**config.mk**
```make
export PLATFORM = sky130hd
export DESIGN_NAME = tcc_timer_channel
export DESIGN_NICKNAME = d
export VERILOG_FILES = /design/src/tcc_pkg.sv /design/src/tcc_timer_channel.sv
export SDC_FILE = /design/constraint.sdc
export NUM_CORES = 1
export LEC_CHECK = 0
export BUFFER_PORTS_ARGS = -buffer_cell sky130_fd_sc_hd__buf_2
export CAP_MARGIN = 0
export CELL_PAD_IN_SITES_DETAIL_PLACEMENT = 0
export CELL_PAD_IN_SITES_GLOBAL_PLACEMENT = 1
export CORE_MARGIN = 1
export CORE_UTILIZATION = 44
export DETAILED_ROUTE_END_ITERATION = 12
export GPL_TIMING_DRIVEN = 0
export PLACE_DENSITY_LB_ADDON = 0.25
export SYNTH_ARGS = -nofsm -noshare
export SYNTH_HDL_FRONTEND = slang
export SYNTH_SLANG_ARGS = --single-unit
export TNS_END_PERCENT = 30
```
**constraint.sdc**
```tcl
create_clock -name pclk -period 6.15 [get_ports pclk]
set_input_delay 0 -clock pclk [delete_from_list [all_inputs] [get_ports pclk]]
set_output_delay 0 -clock pclk [all_outputs]
set_load 0.005 [all_outputs]
```
**src/tcc_pkg.sv**
```systemverilog
// Constants, register map and state types for the timer channel capture/compare block
// *****************************************************************************
// *****************************************************************************
package tcc_pkg;

  // *****************************************************************************
  // Bus and register map
  // *****************************************************************************
  localparam int unsigned ADDR_W = 12;
  localparam int unsigned DATA_W = 32;
  localparam int unsigned VAL_W = 16;
  localparam int unsigned NUM_CH = 2;
  // Register indices; byte address is four times the index
  localparam logic [7:0] IDX_CTL [NUM_CH] = '{8'h45, 8'h48};
  localparam logic [7:0] IDX_HI [NUM_CH] = '{8'h46, 8'h49};
  localparam logic [7:0] IDX_LO [NUM_CH] = '{8'h47, 8'h4A};
  localparam logic [1:0] WORD_PAD = 2'h0;

  // *****************************************************************************
  // Field codes
  // *****************************************************************************
  localparam int unsigned CTL_FLAG_BIT = 7;
  localparam logic [1:0] ELS_OFF = 2'h0;
  localparam logic [1:0] ELS_RISE_TOGGLE = 2'h1;
  localparam logic [1:0] ELS_FALL_CLEAR = 2'h2;
  localparam logic [1:0] ELS_BOTH_SET = 2'h3;

  // Channel control/status byte, bit 7 first
  typedef struct packed {
    logic flag;
    logic irq_en;
    logic buf_sel;
    logic mode_a;
    logic [1:0] els;
    logic tov;
    logic full_duty;
  } tcc_ctl_t;

  // Whole block state, registered as one word
  typedef struct packed {
    logic rdy;
    logic slverr;
    logic [DATA_W-1:0] rdata;
    tcc_ctl_t [NUM_CH-1:0] ctl;
    logic [NUM_CH-1:0][VAL_W-1:0] val;
    logic [NUM_CH-1:0] armed;
    logic [NUM_CH-1:0] cap_lock;
    logic [NUM_CH-1:0] cmp_lock;
    logic [NUM_CH-1:0] level;
    logic [NUM_CH-1:0] pin_prev;
    logic [NUM_CH-1:0] full_act;
    logic [NUM_CH-1:0] oe;
    logic [NUM_CH-1:0] irq;
    logic buf_act;
    logic buf_pend;
  } tcc_state_t;

  // Level resets high since bit A resets to zero
  localparam tcc_state_t STATE_RESET = '{level: 2'h3, default: '0};

endpackage : tcc_pkg

```
**src/tcc_timer_channel.sv**
```systemverilog
// Two-channel capture/compare/PWM logic with APB register access
`timescale 1ns/10ps
module tcc_timer_channel (
  input wire logic pclk,
  input wire logic presetn,
  input wire logic psel,
  input wire logic penable,
  input wire logic pwrite,
  input wire logic [11:0] paddr,
  input wire logic [31:0] pwdata,
  input wire logic [3:0] pstrb,
  output logic [31:0] prdata,
  output logic pready,
  output logic pslverr,
  input wire logic [15:0] counter_value,
  input wire logic counter_wrap,
  input wire logic counter_halt,
  input wire logic [1:0] pin_in,
  output logic [1:0] pin_out,
  output logic [1:0] pin_oe,
  output logic [1:0] chan_irq
);

  // *****************************************************************************
  // Helpers
  // *****************************************************************************
  // Word address match for a register index
  function automatic logic at_idx(input logic [11:0] a, input logic [7:0] idx);
    return a == {tcc_pkg::WORD_PAD, idx, tcc_pkg::WORD_PAD};
  endfunction : at_idx

  // Any register of the map
  function automatic logic is_mapped(input logic [11:0] a);
    logic hit;
    hit = 1'b0;
    for (int i = 0; i < tcc_pkg::NUM_CH; i++) begin
      hit = hit | at_idx(a, tcc_pkg::IDX_CTL[i]) | at_idx(a, tcc_pkg::IDX_HI[i]);
      hit = hit | at_idx(a, tcc_pkg::IDX_LO[i]);
    end
    return hit;
  endfunction : is_mapped

  // Active edge per edge/level code
  function automatic logic edge_hit(input logic [1:0] els, input logic prev, input logic now);
    logic rise;
    logic fall;
    rise = !prev && now;
    fall = prev && !now;
    unique case (els)
      tcc_pkg::ELS_RISE_TOGGLE: return rise;
      tcc_pkg::ELS_FALL_CLEAR: return fall;
      tcc_pkg::ELS_BOTH_SET: return rise | fall;
      tcc_pkg::ELS_OFF: return 1'b0;
    endcase
  endfunction : edge_hit

  // Pin level after a compare match
  function automatic logic cmp_level(input logic [1:0] els, input logic lvl);
    unique case (els)
      tcc_pkg::ELS_RISE_TOGGLE: return !lvl;
      tcc_pkg::ELS_FALL_CLEAR: return 1'b0;
      tcc_pkg::ELS_BOTH_SET: return 1'b1;
      tcc_pkg::ELS_OFF: return lvl;
    endcase
  endfunction : cmp_level

  // *****************************************************************************
  // State
  // *****************************************************************************
  tcc_pkg::tcc_state_t s;
  tcc_pkg::tcc_state_t next_s;
  logic [1:0] cap_ev;
  logic [1:0] cmp_ev;
  logic [1:0] out_mode;
  logic [1:0] cap_mode;

  // *****************************************************************************
  // Next-state logic
  // *****************************************************************************
  // Bus side effects first, then channel events, so a hardware set beats a clear
  always_comb begin
    tcc_pkg::tcc_ctl_t wc;
    tcc_pkg::tcc_ctl_t c;
    logic acc;
    logic wr;
    logic rd;
    logic ch1_on;
    logic en;
    logic bufm;
    logic lk;
    logic ev;
    logic [15:0] cmpv;
    next_s = s;
    wc = tcc_pkg::tcc_ctl_t'(pwdata[7:0]);
    c = s.ctl[0];
    en = 1'b0;
    bufm = 1'b0;
    lk = 1'b0;
    ev = 1'b0;
    cmpv = '0;
    cap_ev = '0;
    cmp_ev = '0;
    out_mode = '0;
    cap_mode = '0;
    // Access completes at the edge where pready is seen high
    acc = psel && penable && s.rdy;
    wr = acc && pwrite && pstrb[0];
    rd = acc && !pwrite;
    ch1_on = !s.ctl[0].buf_sel;

    // No wait state: answer prepared in the setup cycle, so pready is a flop
    next_s.rdy = 1'b0;
    next_s.slverr = 1'b0;
    if (psel && !penable && !s.rdy) begin
      next_s.rdy = 1'b1;
      next_s.slverr = !is_mapped(paddr);
      next_s.rdata = '0;
      for (int i = 0; i < tcc_pkg::NUM_CH; i++) begin
        if (at_idx(paddr, tcc_pkg::IDX_CTL[i]) && (i == 0 || ch1_on)) begin
          next_s.rdata[7:0] = s.ctl[i];
        end
        if (at_idx(paddr, tcc_pkg::IDX_HI[i])) begin
          next_s.rdata[7:0] = s.val[i][15:8];
        end
        if (at_idx(paddr, tcc_pkg::IDX_LO[i])) begin
          next_s.rdata[7:0] = s.val[i][7:0];
        end
      end
    end

    // Register writes and read side effects
    for (int i = 0; i < tcc_pkg::NUM_CH; i++) begin
      c = s.ctl[i];
      bufm = (i == 0) && c.buf_sel;
      if (wr && at_idx(paddr, tcc_pkg::IDX_CTL[i]) && (i == 0 || ch1_on)) begin
        next_s.ctl[i] = wc;
        // A one written to the flag keeps it; a zero clears only when armed
        next_s.ctl[i].flag = c.flag && !(s.armed[i] && !wc.flag);
        if (i == 1) begin
          next_s.ctl[i].buf_sel = 1'b0;
        end
        next_s.armed[i] = 1'b0;
      end
      // Arm only if the value returned to software showed the flag set
      if (rd && at_idx(paddr, tcc_pkg::IDX_CTL[i]) && s.rdata[tcc_pkg::CTL_FLAG_BIT]) begin
        next_s.armed[i] = 1'b1;
      end
      if (wr && at_idx(paddr, tcc_pkg::IDX_HI[i])) begin
        next_s.val[i][15:8] = pwdata[7:0];
        if (bufm || c.mode_a) begin
          next_s.cmp_lock[i] = 1'b1;
        end
      end
      if (wr && at_idx(paddr, tcc_pkg::IDX_LO[i])) begin
        next_s.val[i][7:0] = pwdata[7:0];
        next_s.cmp_lock[i] = 1'b0;
        next_s.buf_pend = (i == 1);
      end
      if (rd && at_idx(paddr, tcc_pkg::IDX_HI[i]) && !bufm && !c.mode_a) begin
        next_s.cap_lock[i] = 1'b1;
      end
      if (rd && at_idx(paddr, tcc_pkg::IDX_LO[i])) begin
        next_s.cap_lock[i] = 1'b0;
      end
    end

    // Channel capture, compare and pin level
    for (int i = 0; i < tcc_pkg::NUM_CH; i++) begin
      c = s.ctl[i];
      en = (i == 0) || ch1_on;
      bufm = (i == 0) && c.buf_sel;
      cap_mode[i] = en && !bufm && !c.mode_a && (c.els != tcc_pkg::ELS_OFF);
      out_mode[i] = en && (bufm || c.mode_a) && (c.els != tcc_pkg::ELS_OFF);
      next_s.pin_prev[i] = pin_in[i];
      // Buffered channel 0 compares against the active one of the two values
      cmpv = bufm ? s.val[s.buf_act] : s.val[i];
      lk = bufm ? s.cmp_lock[s.buf_act] : s.cmp_lock[i];
      cap_ev[i] = cap_mode[i] && !counter_halt && !s.cap_lock[i]
                  && edge_hit(c.els, s.pin_prev[i], pin_in[i]);
      cmp_ev[i] = out_mode[i] && !lk && (counter_value == cmpv);
      ev = cap_ev[i] || cmp_ev[i];
      if (cap_ev[i]) begin
        next_s.val[i] = counter_value;
      end
      if (ev) begin
        // Set wins over a clear in the same cycle and voids a pending clear
        next_s.ctl[i].flag = 1'b1;
        next_s.armed[i] = 1'b0;
      end
      if (!en || c.els == tcc_pkg::ELS_OFF) begin
        next_s.level[i] = !c.mode_a;
      end else if (out_mode[i]) begin
        if (c.tov && counter_wrap) begin
          // Full duty with the clear or set code: hold the active level instead of toggling at the wrap
          if (s.full_act[i] && c.els != tcc_pkg::ELS_RISE_TOGGLE) begin
            next_s.level[i] = (c.els == tcc_pkg::ELS_FALL_CLEAR);
          end else begin
            next_s.level[i] = !s.level[i];
          end
        end else if (cmp_ev[i] && !(c.tov && s.full_act[i])) begin
          next_s.level[i] = cmp_level(c.els, s.level[i]);
        end
      end
      // Full-duty setting is taken only at a period boundary
      if (counter_wrap) begin
        next_s.full_act[i] = c.tov && c.full_duty;
      end
      next_s.oe[i] = out_mode[i];
      next_s.irq[i] = en && next_s.ctl[i].flag && next_s.ctl[i].irq_en;
    end

    // Buffered value swap happens only on the wrap boundary
    if (counter_wrap && s.ctl[0].buf_sel) begin
      next_s.buf_act = s.buf_pend;
    end
  end

  // *****************************************************************************
  // State register
  // *****************************************************************************
  // Reset clears all control fields and both flags
  always_ff @(posedge pclk or negedge presetn) begin
    if (!presetn) begin
      s <= tcc_pkg::STATE_RESET;
    end else begin
      s <= next_s;
    end
  end

  // Outputs straight from the state register
  assign prdata = s.rdata;
  assign pready = s.rdy;
  assign pslverr = s.slverr;
  assign pin_out = s.level;
  assign pin_oe = s.oe;
  assign chan_irq = s.irq;
endmodule : tcc_timer_channel

```
==> results of run 1 <==
## final cells by class
class,instances,area share [%]
Sequential cell,75,32.6
Timing Repair Buffer,82,9.55
Buffer,61,6.60
Clock buffer,13,2.93
Tap cell,136,2.95
Inverter,15,0.976
Clock inverter,3,1.19
Multi-Input combinational cell,380,43.2
## synthesized netlist by cell type (all sizes together) (2+ instances only)
library cell / count
dfrtp: 73
o211ai: 2
mux2i: 40
o2111ai: 2
xor2: 9
o21ai: 47
a221oi: 2
ha: 4
or2: 2
dfstp: 2
a21o: 5
o221ai: 8
nand2b: 6
nand3: 12
inv: 14
nand2: 64
and3: 5
xnor2: 16
nand4: 5
a31oi: 4
buf: 40
or3: 3
and2: 4
nor3: 10
a22oi: 6
o21a: 2
o22ai: 6
nor4: 7
nor2: 18
nand3b: 3
clkbuf: 21
a211oi: 2
a21oi: 20
mux2: 19
nor2b: 4
a222oi: 3
or4: 2
## logic make-up (layout without fill, tap and decap cells)
logic type      after synthesis  count (layout)  share of synthesized area [%]
flops                        75              75                           39.8
mux                          59              59                           13.0
fa+ha+maj                     4               4                           1.06
xor+xnor                     25              25                           4.64
buf+inv                      76             174                           9.25
simple gates                151             151                           16.5
compound gates              117             117                           15.7
other cells                   1              24                         0.0794
## timing repair
action / in CTS / in global routing
hold buffers: 23 / 0
setup buffers: 0 / 0
hold endpoints to repair: 110 / 0
## path summary, 6_finish.rpt
check                      slack [ns]  cells after the start             startpoint                     end
min                              0.02                      3       counter_value[5]       s[39]$_DFFE_PN0P_
max reg2reg                      2.87                      8      s[55]$_DFFE_PN0P_  pin_out[0]$_DFFE_PN1P_
max                              2.87                      8      s[55]$_DFFE_PN0P_  pin_out[0]$_DFFE_PN1P_
min in group asynchronous        0.09                      2                presetn   prdata[0]$_DFFE_PN0P_
max in group asynchronous        5.43                      3                presetn  pin_out[0]$_DFFE_PN1P_
min reg2reg                      0.47                      2  prdata[0]$_DFFE_PN0P_   prdata[0]$_DFFE_PN0P_
## flip-flops by register name, indices dropped and copies added, names as in the netlist
| name | flops |
|---|---|
| prdata | 8 |
| pin_oe | 2 |
| pslverr | 1 |
| chan_irq | 2 |
| s | 59 |
| pready | 1 |
| pin_out | 2 |
## where the power goes
group          internal [W]  total (W)  leakage (nW)  switching [W]
Sequential         0.000496   0.000499          1.03     0.00000242
Clock              0.000263   0.000454         0.120       0.000191
Combinational     0.0000512   0.000111          1.56      0.0000598
Total              0.000810    0.00106          2.71       0.000253
## per-stage QoR
step / hold WS [ns] / total power, W
detailed placement: -0.0686 / 0.000607
global route: 0.00442 / 0.00110
CTS: 0.00409 / 0.00107
global placement: 0.138 / 0.000604
finish: 0.0151 / 0.00106
floorplan: -0.296 / 0.000555
## metal layers
layer  GRT usage [%]  part of all wire, %
met1            36.3                   45
met2            41.4                   46
met3            4.95                  7.0
met4            10.3                  2.8
met5               0                    0
## worst min-delay path: stages
cell	delay [ns]
clkbuf_1	0.17
nand2_1	0.11
o21ai_2	0.05
==> flow_summary_export.csv, run 1 <==
group,metric,value,unit
outcome,status,"completed",
cts,cts.reportedPaths.clkPinSlew,0.08,ns
sta,setup_viol,0,
sta,clock_skew,0.00710,ns
global_route,grt_remaining_overflow,0,
setup_path,worst-path-buf-inv,1,
layout,postLayoutCoreUtil,55.6,%
sta,slew_headroom,14.2,%
cts,insertion_delay,0.35,ns
sta,hold_viol_final,0,
power,p_leak,2.71,nW
global_route,grt_pass1_wl,22.3,mm
synthesis,synth.top_cell.area_share,38.7,%
synthesis,synth_top_flop_cell,"dfrtp_1",
cts,clock_path_buffers,2,
floorplanning,io_pins,113,
cts,tritoncts,"done",
sta,post-route-period-util,53.4,%
routing,wirelength,14.2,mm
floorplanning,die_area,11200,µm²
job,maxCapViolations,0,
synthesis,ys_warn_count,0,
routing,dr.first_iter.drc_count,315,
routing,vias_per_cell,5.61,
routing,drt_pass1_iterations,5,
layout,multi_input_area,2490,µm²
placed_design,preCtsSetupSlack,2.91,ns
cts,root_buffer,"clkbuf_8",
setup_path,cpPeakStageDelay,0.82,ns
sta,tightest_slew,1.27,ns
layout,stdcell_count,765,
cts,numCtsBuffers,9,
synthesis,synth_area_leaders,"dfrtp_1 39%, mux2i_1 8.5%, buf_4 6.0%, nand2_1 5.0%, mux2_2 4.5%",
power,vdd_drop_max,0.126,mV
synthesis,syn_inst,508,
placed_design,place.detailed.hpwl,10.3,mm
floorplanning,coreArea,10400,µm²
layout,antenna_cells,0,
placed_design,place_congestion,0.911,
floorplanning,initial_core_util,45.5,%
setup_path,cp_top_family,"simple AND/OR/NAND/NOR gates",
synthesis,synth.avg_cell_area,9.30,µm²
synthesis,synth_largest_area_cell,"dfrtp_1",
power,powerDensity,184,nW/µm²
worst_hold_path,hold_path_class,"primary input to flop",
sta,finalSetupTns,0,ns
placed_design,dpl_cell_area,5300,µm²
placed_design,placedCellCount,726,
synthesis,synth.distinct_cells,65,
floorplanning,die_y,106,µm
setup_path,path_class,"flop to flop",
routing,wl_per_cell,18.6,µm
sta,setup_slack,2.87,ns
setup_path,cp_max_fo,10,
global_route,grt_usage,26.5,%
cts,ctsResizeCount,0,
layout,syn_to_final_growth,22.1,%
synthesis,ys_ff_latch,75,
cts,cts_max_level,3,
synthesis,syn_area,4720,µm²
layout,fin_area,5770,µm²
layout,fillCellCount,972,
sta,clock.fmax,304,MHz
sta,fin_crit,3.28,ns
setup_path,cp.arrival,3.57,ns
routing,routed-via-count,4295,
layout,final_cell_mix,"73 x dfrtp_1, 63 x nand2_1, 58 x buf_2",
global_route,grt_max_degree,54,
setup_path,critPathSlowestCell,"nor4_1",
global_route,antenna_found_initial,0,
floorplanning,rows,37,
routing,ant_nets,0,
layout,drive_gt1_share,23.8,%
layout,final_common_cell,"dfrtp_1",
routing,drc,0,
layout,ff_latch_area,1880,µm²
setup_path,required,6.43,ns
layout,nets,701,
placed_design,port_buffers,58,
floorplanning,die_w,106,µm
synthesis,synth_edf_count,0,
setup_path,start_kind,"flop",
sta,slew_violations,0,
setup_path,path_cells,"clkbuf_1, nand2_1, a221oi_1, a2bb2oi_1, nand4_1, nor4_1, a21oi_1, mux2_2",
setup_path,endpoint_kind,"flop",
sta,rsz0062_at_grt,"no",
synthesis,async_flop_share,100,%
global_route,grt_pass1_vias,4052,
cts,cts.sinks,75,
synthesis,synth-seq-area-share,39.8,%
No activity file was read; power rests on OpenSTA's default activity.
==> run 2, diff against run 1 <==
--- a/config.mk
+++ b/config.mk
@@ -10,7 +10,7 @@
 export CELL_PAD_IN_SITES_DETAIL_PLACEMENT = 0
 export CELL_PAD_IN_SITES_GLOBAL_PLACEMENT = 1
 export CORE_MARGIN = 1
-export CORE_UTILIZATION = 44
+export CORE_UTILIZATION = 41
 export DETAILED_ROUTE_END_ITERATION = 12
 export GPL_TIMING_DRIVEN = 0
 export PLACE_DENSITY_LB_ADDON = 0.25
==> constraint.sdc (replaced) <==
create_clock -name pclk -period 3.21 [get_ports pclk]
set_input_delay 0 -clock pclk [delete_from_list [all_inputs] [get_ports pclk]]
set_output_delay 0 -clock pclk [all_outputs]
set_load 0.005 [all_outputs]
==> run 2 against run 1 <==
Clock-buffer cell count down 1. Critical path depth did not move. Via count shrank 1.1%. Final area grew 1.1%. Critical path type unchanged. Largest power group is now the clock network.
==> flow_summary_export.csv, run 2 (synthesis results as in run 1) <==
group,metric,value,unit
outcome,status,"completed",
sta,fin_crit,2.91,ns
floorplanning,die_y,109,µm
worst_hold_path,hold_path_class,"primary input to flop",
setup_path,cp_top_family,"simple AND/OR/NAND/NOR gates",
layout,postLayoutCoreUtil,52.9,%
placed_design,port_buffers,58,
setup_path,endpoint_kind,"flop",
layout,drive_gt1_share,24.2,%
job,maxCapViolations,0,
setup_path,reg2reg_slack,0.30,ns
global_route,grt_pass1_vias,4006,
sta,setup_viol,0,
floorplanning,coreArea,11000,µm²
cts,numCtsBuffers,9,
sta,tightest_slew,0.728,ns
routing,wl_per_cell,18.8,µm
global_route,grt_usage,25.7,%
setup_path,worst-path-buf-inv,1,
sta,slew_headroom,51.2,%
floorplanning,io_pins,113,
floorplanning,rows,38,
setup_path,cp.arrival,3.18,ns
setup_path,path_class,"flop to flop",
floorplanning,die_area,11900,µm²
setup_path,required,3.48,ns
sta,hold_viol_final,0,
global_route,grt_max_degree,62,
layout,nets,700,
sta,rsz0062_at_grt,"no",
routing,drt_pass1_iterations,5,
routing,vias_per_cell,5.53,
floorplanning,initial_core_util,42.8,%
routing,ant_nets,0,
cts,cts.reportedPaths.clkPinSlew,0.06,ns
sta,clock.fmax,344,MHz
cts,tritoncts,"done",
setup_path,start_kind,"flop",
power,p_leak,2.74,nW
sta,finalSetupTns,0,ns
layout,multi_input_area,2500,µm²
layout,syn_to_final_growth,23.5,%
layout,final_common_cell,"dfrtp_1",
placed_design,place.detailed.hpwl,10.5,mm
layout,max_flop_register,"s",
layout,ff_latch_area,1880,µm²
routing,wirelength,14.4,mm
global_route,antenna_found_initial,0,
cts,cts_max_level,3,
routing,routed-via-count,4249,
sta,clock_skew,0.00942,ns
layout,largest_reg_flops,59,
setup_path,cp_max_fo,10,
cts,insertion_delay,0.34,ns
setup_path,critPathSlowestCell,"nor4_2",
cts,clock_path_buffers,2,
layout,fillCellCount,1035,
power,powerDensity,380,nW/µm²
setup_path,cpPeakStageDelay,0.57,ns
sta,post-route-period-util,90.7,%
routing,drc,0,
floorplanning,die_w,109,µm
layout,final_cell_mix,"73 x dfrtp_1, 63 x nand2_1, 58 x buf_2",
placed_design,place_congestion,0.903,
routing,dr.first_iter.drc_count,322,
power,vdd_drop_max,0.239,mV
global_route,grt_pass1_wl,22.3,mm
cts,root_buffer,"clkbuf_16",
setup_path,path_cells,"clkbuf_1, nand2_1, a221oi_1, a2bb2oi_1, nand4_1, nor4_2, a21oi_1, mux2_2",
global_route,grt_remaining_overflow,0,
sta,slew_violations,0,
cts,cts.sinks,75,
layout,antenna_cells,0,
-- run 2: cell types whose count changed in the layout (fill, tap and decap cells not counted), sizes merged --
cell         before  now
dlygate4sd3      23   21
clkinv            2    4
bufinv            2    1
-- run 2: final cells by class --
| cell class | count | share of cell area, % |
|---|---|---|
| Buffer | 61 | 6.52 |
| Clock buffer | 12 | 4.40 |
| Clock inverter | 4 | 0.837 |
| Inverter | 15 | 0.966 |
| Multi-Input combinational cell | 380 | 42.9 |
| Sequential cell | 75 | 32.2 |
| Tap cell | 140 | 3.00 |
| Timing Repair Buffer | 81 | 9.18 |
-- run 2: power by group --
group          total (W)  leakage (nW)  internal (W)  switching (W)
Clock            0.00104         0.153      0.000643       0.000400
Sequential      0.000957          1.03      0.000952     0.00000476
Combinational   0.000213          1.56     0.0000965       0.000117
Total            0.00221          2.74       0.00169       0.000521
-- run 2: what timing repair did --
item | 4_1_cts | 5_1_grt
setup buffers | 0 | 0
resized for setup | 0 | 1
hold buffers | 21 | 0
hold endpoints to repair | 107 | 0
setup endpoints to repair | 0 | 3
-- run 2: stage by stage --
step	area (µm²)	power, W	instances	worst slack (ns)	hold slack [ns]
floorplan	4810	0.00106	531	1.08	-0.296
global placement	5270	0.00116	729	0.0965	0.140
detailed placement	5300	0.00117	730	0.0592	-0.115
CTS	5820	0.00223	767	0.0510	0.00563
global route	5830	0.00229	768	0.0568	0.0164
finish	5830	0.00221	768	0.299	0.0122
-- run 2: layer usage --
metal | track usage (%) | vias to the layer above | part of all wire (%)
met3 | 4.80 | 38 | 7.3
met2 | 39.4 | 188 | 45
met5 | 0 | - | 0
met1 | 34.6 | 2039 | 44
li1 | - | 1984 | -
met4 | 13.2 | 0 | 3.9
-- run 2: final timing paths --
check / startpoint / to / cells after the start
max: s[55]$_DFFE_PN0P_ / pin_out[0]$_DFFE_PN1P_ / 8
min: counter_value[5] / s[39]$_DFFE_PN0P_ / 3
max reg2reg: s[55]$_DFFE_PN0P_ / pin_out[0]$_DFFE_PN1P_ / 8
min reg2reg: prdata[1]$_DFFE_PN0P_ / prdata[1]$_DFFE_PN0P_ / 2
max in group asynchronous: presetn / pin_out[0]$_DFFE_PN1P_ / 3
min in group asynchronous: presetn / prdata[7]$_DFFE_PN0P_ / 2
-- run 2: worst register-to-register path, cell delays in order (launching register included) --
cell and delay (ns):
dfrtp_1 0.37, clkbuf_1 0.47, nand2_1 0.35, a221oi_1 0.31
a2bb2oi_1 0.20, nand4_1 0.13, nor4_2 0.57, a21oi_1 0.15
mux2_2 0.29
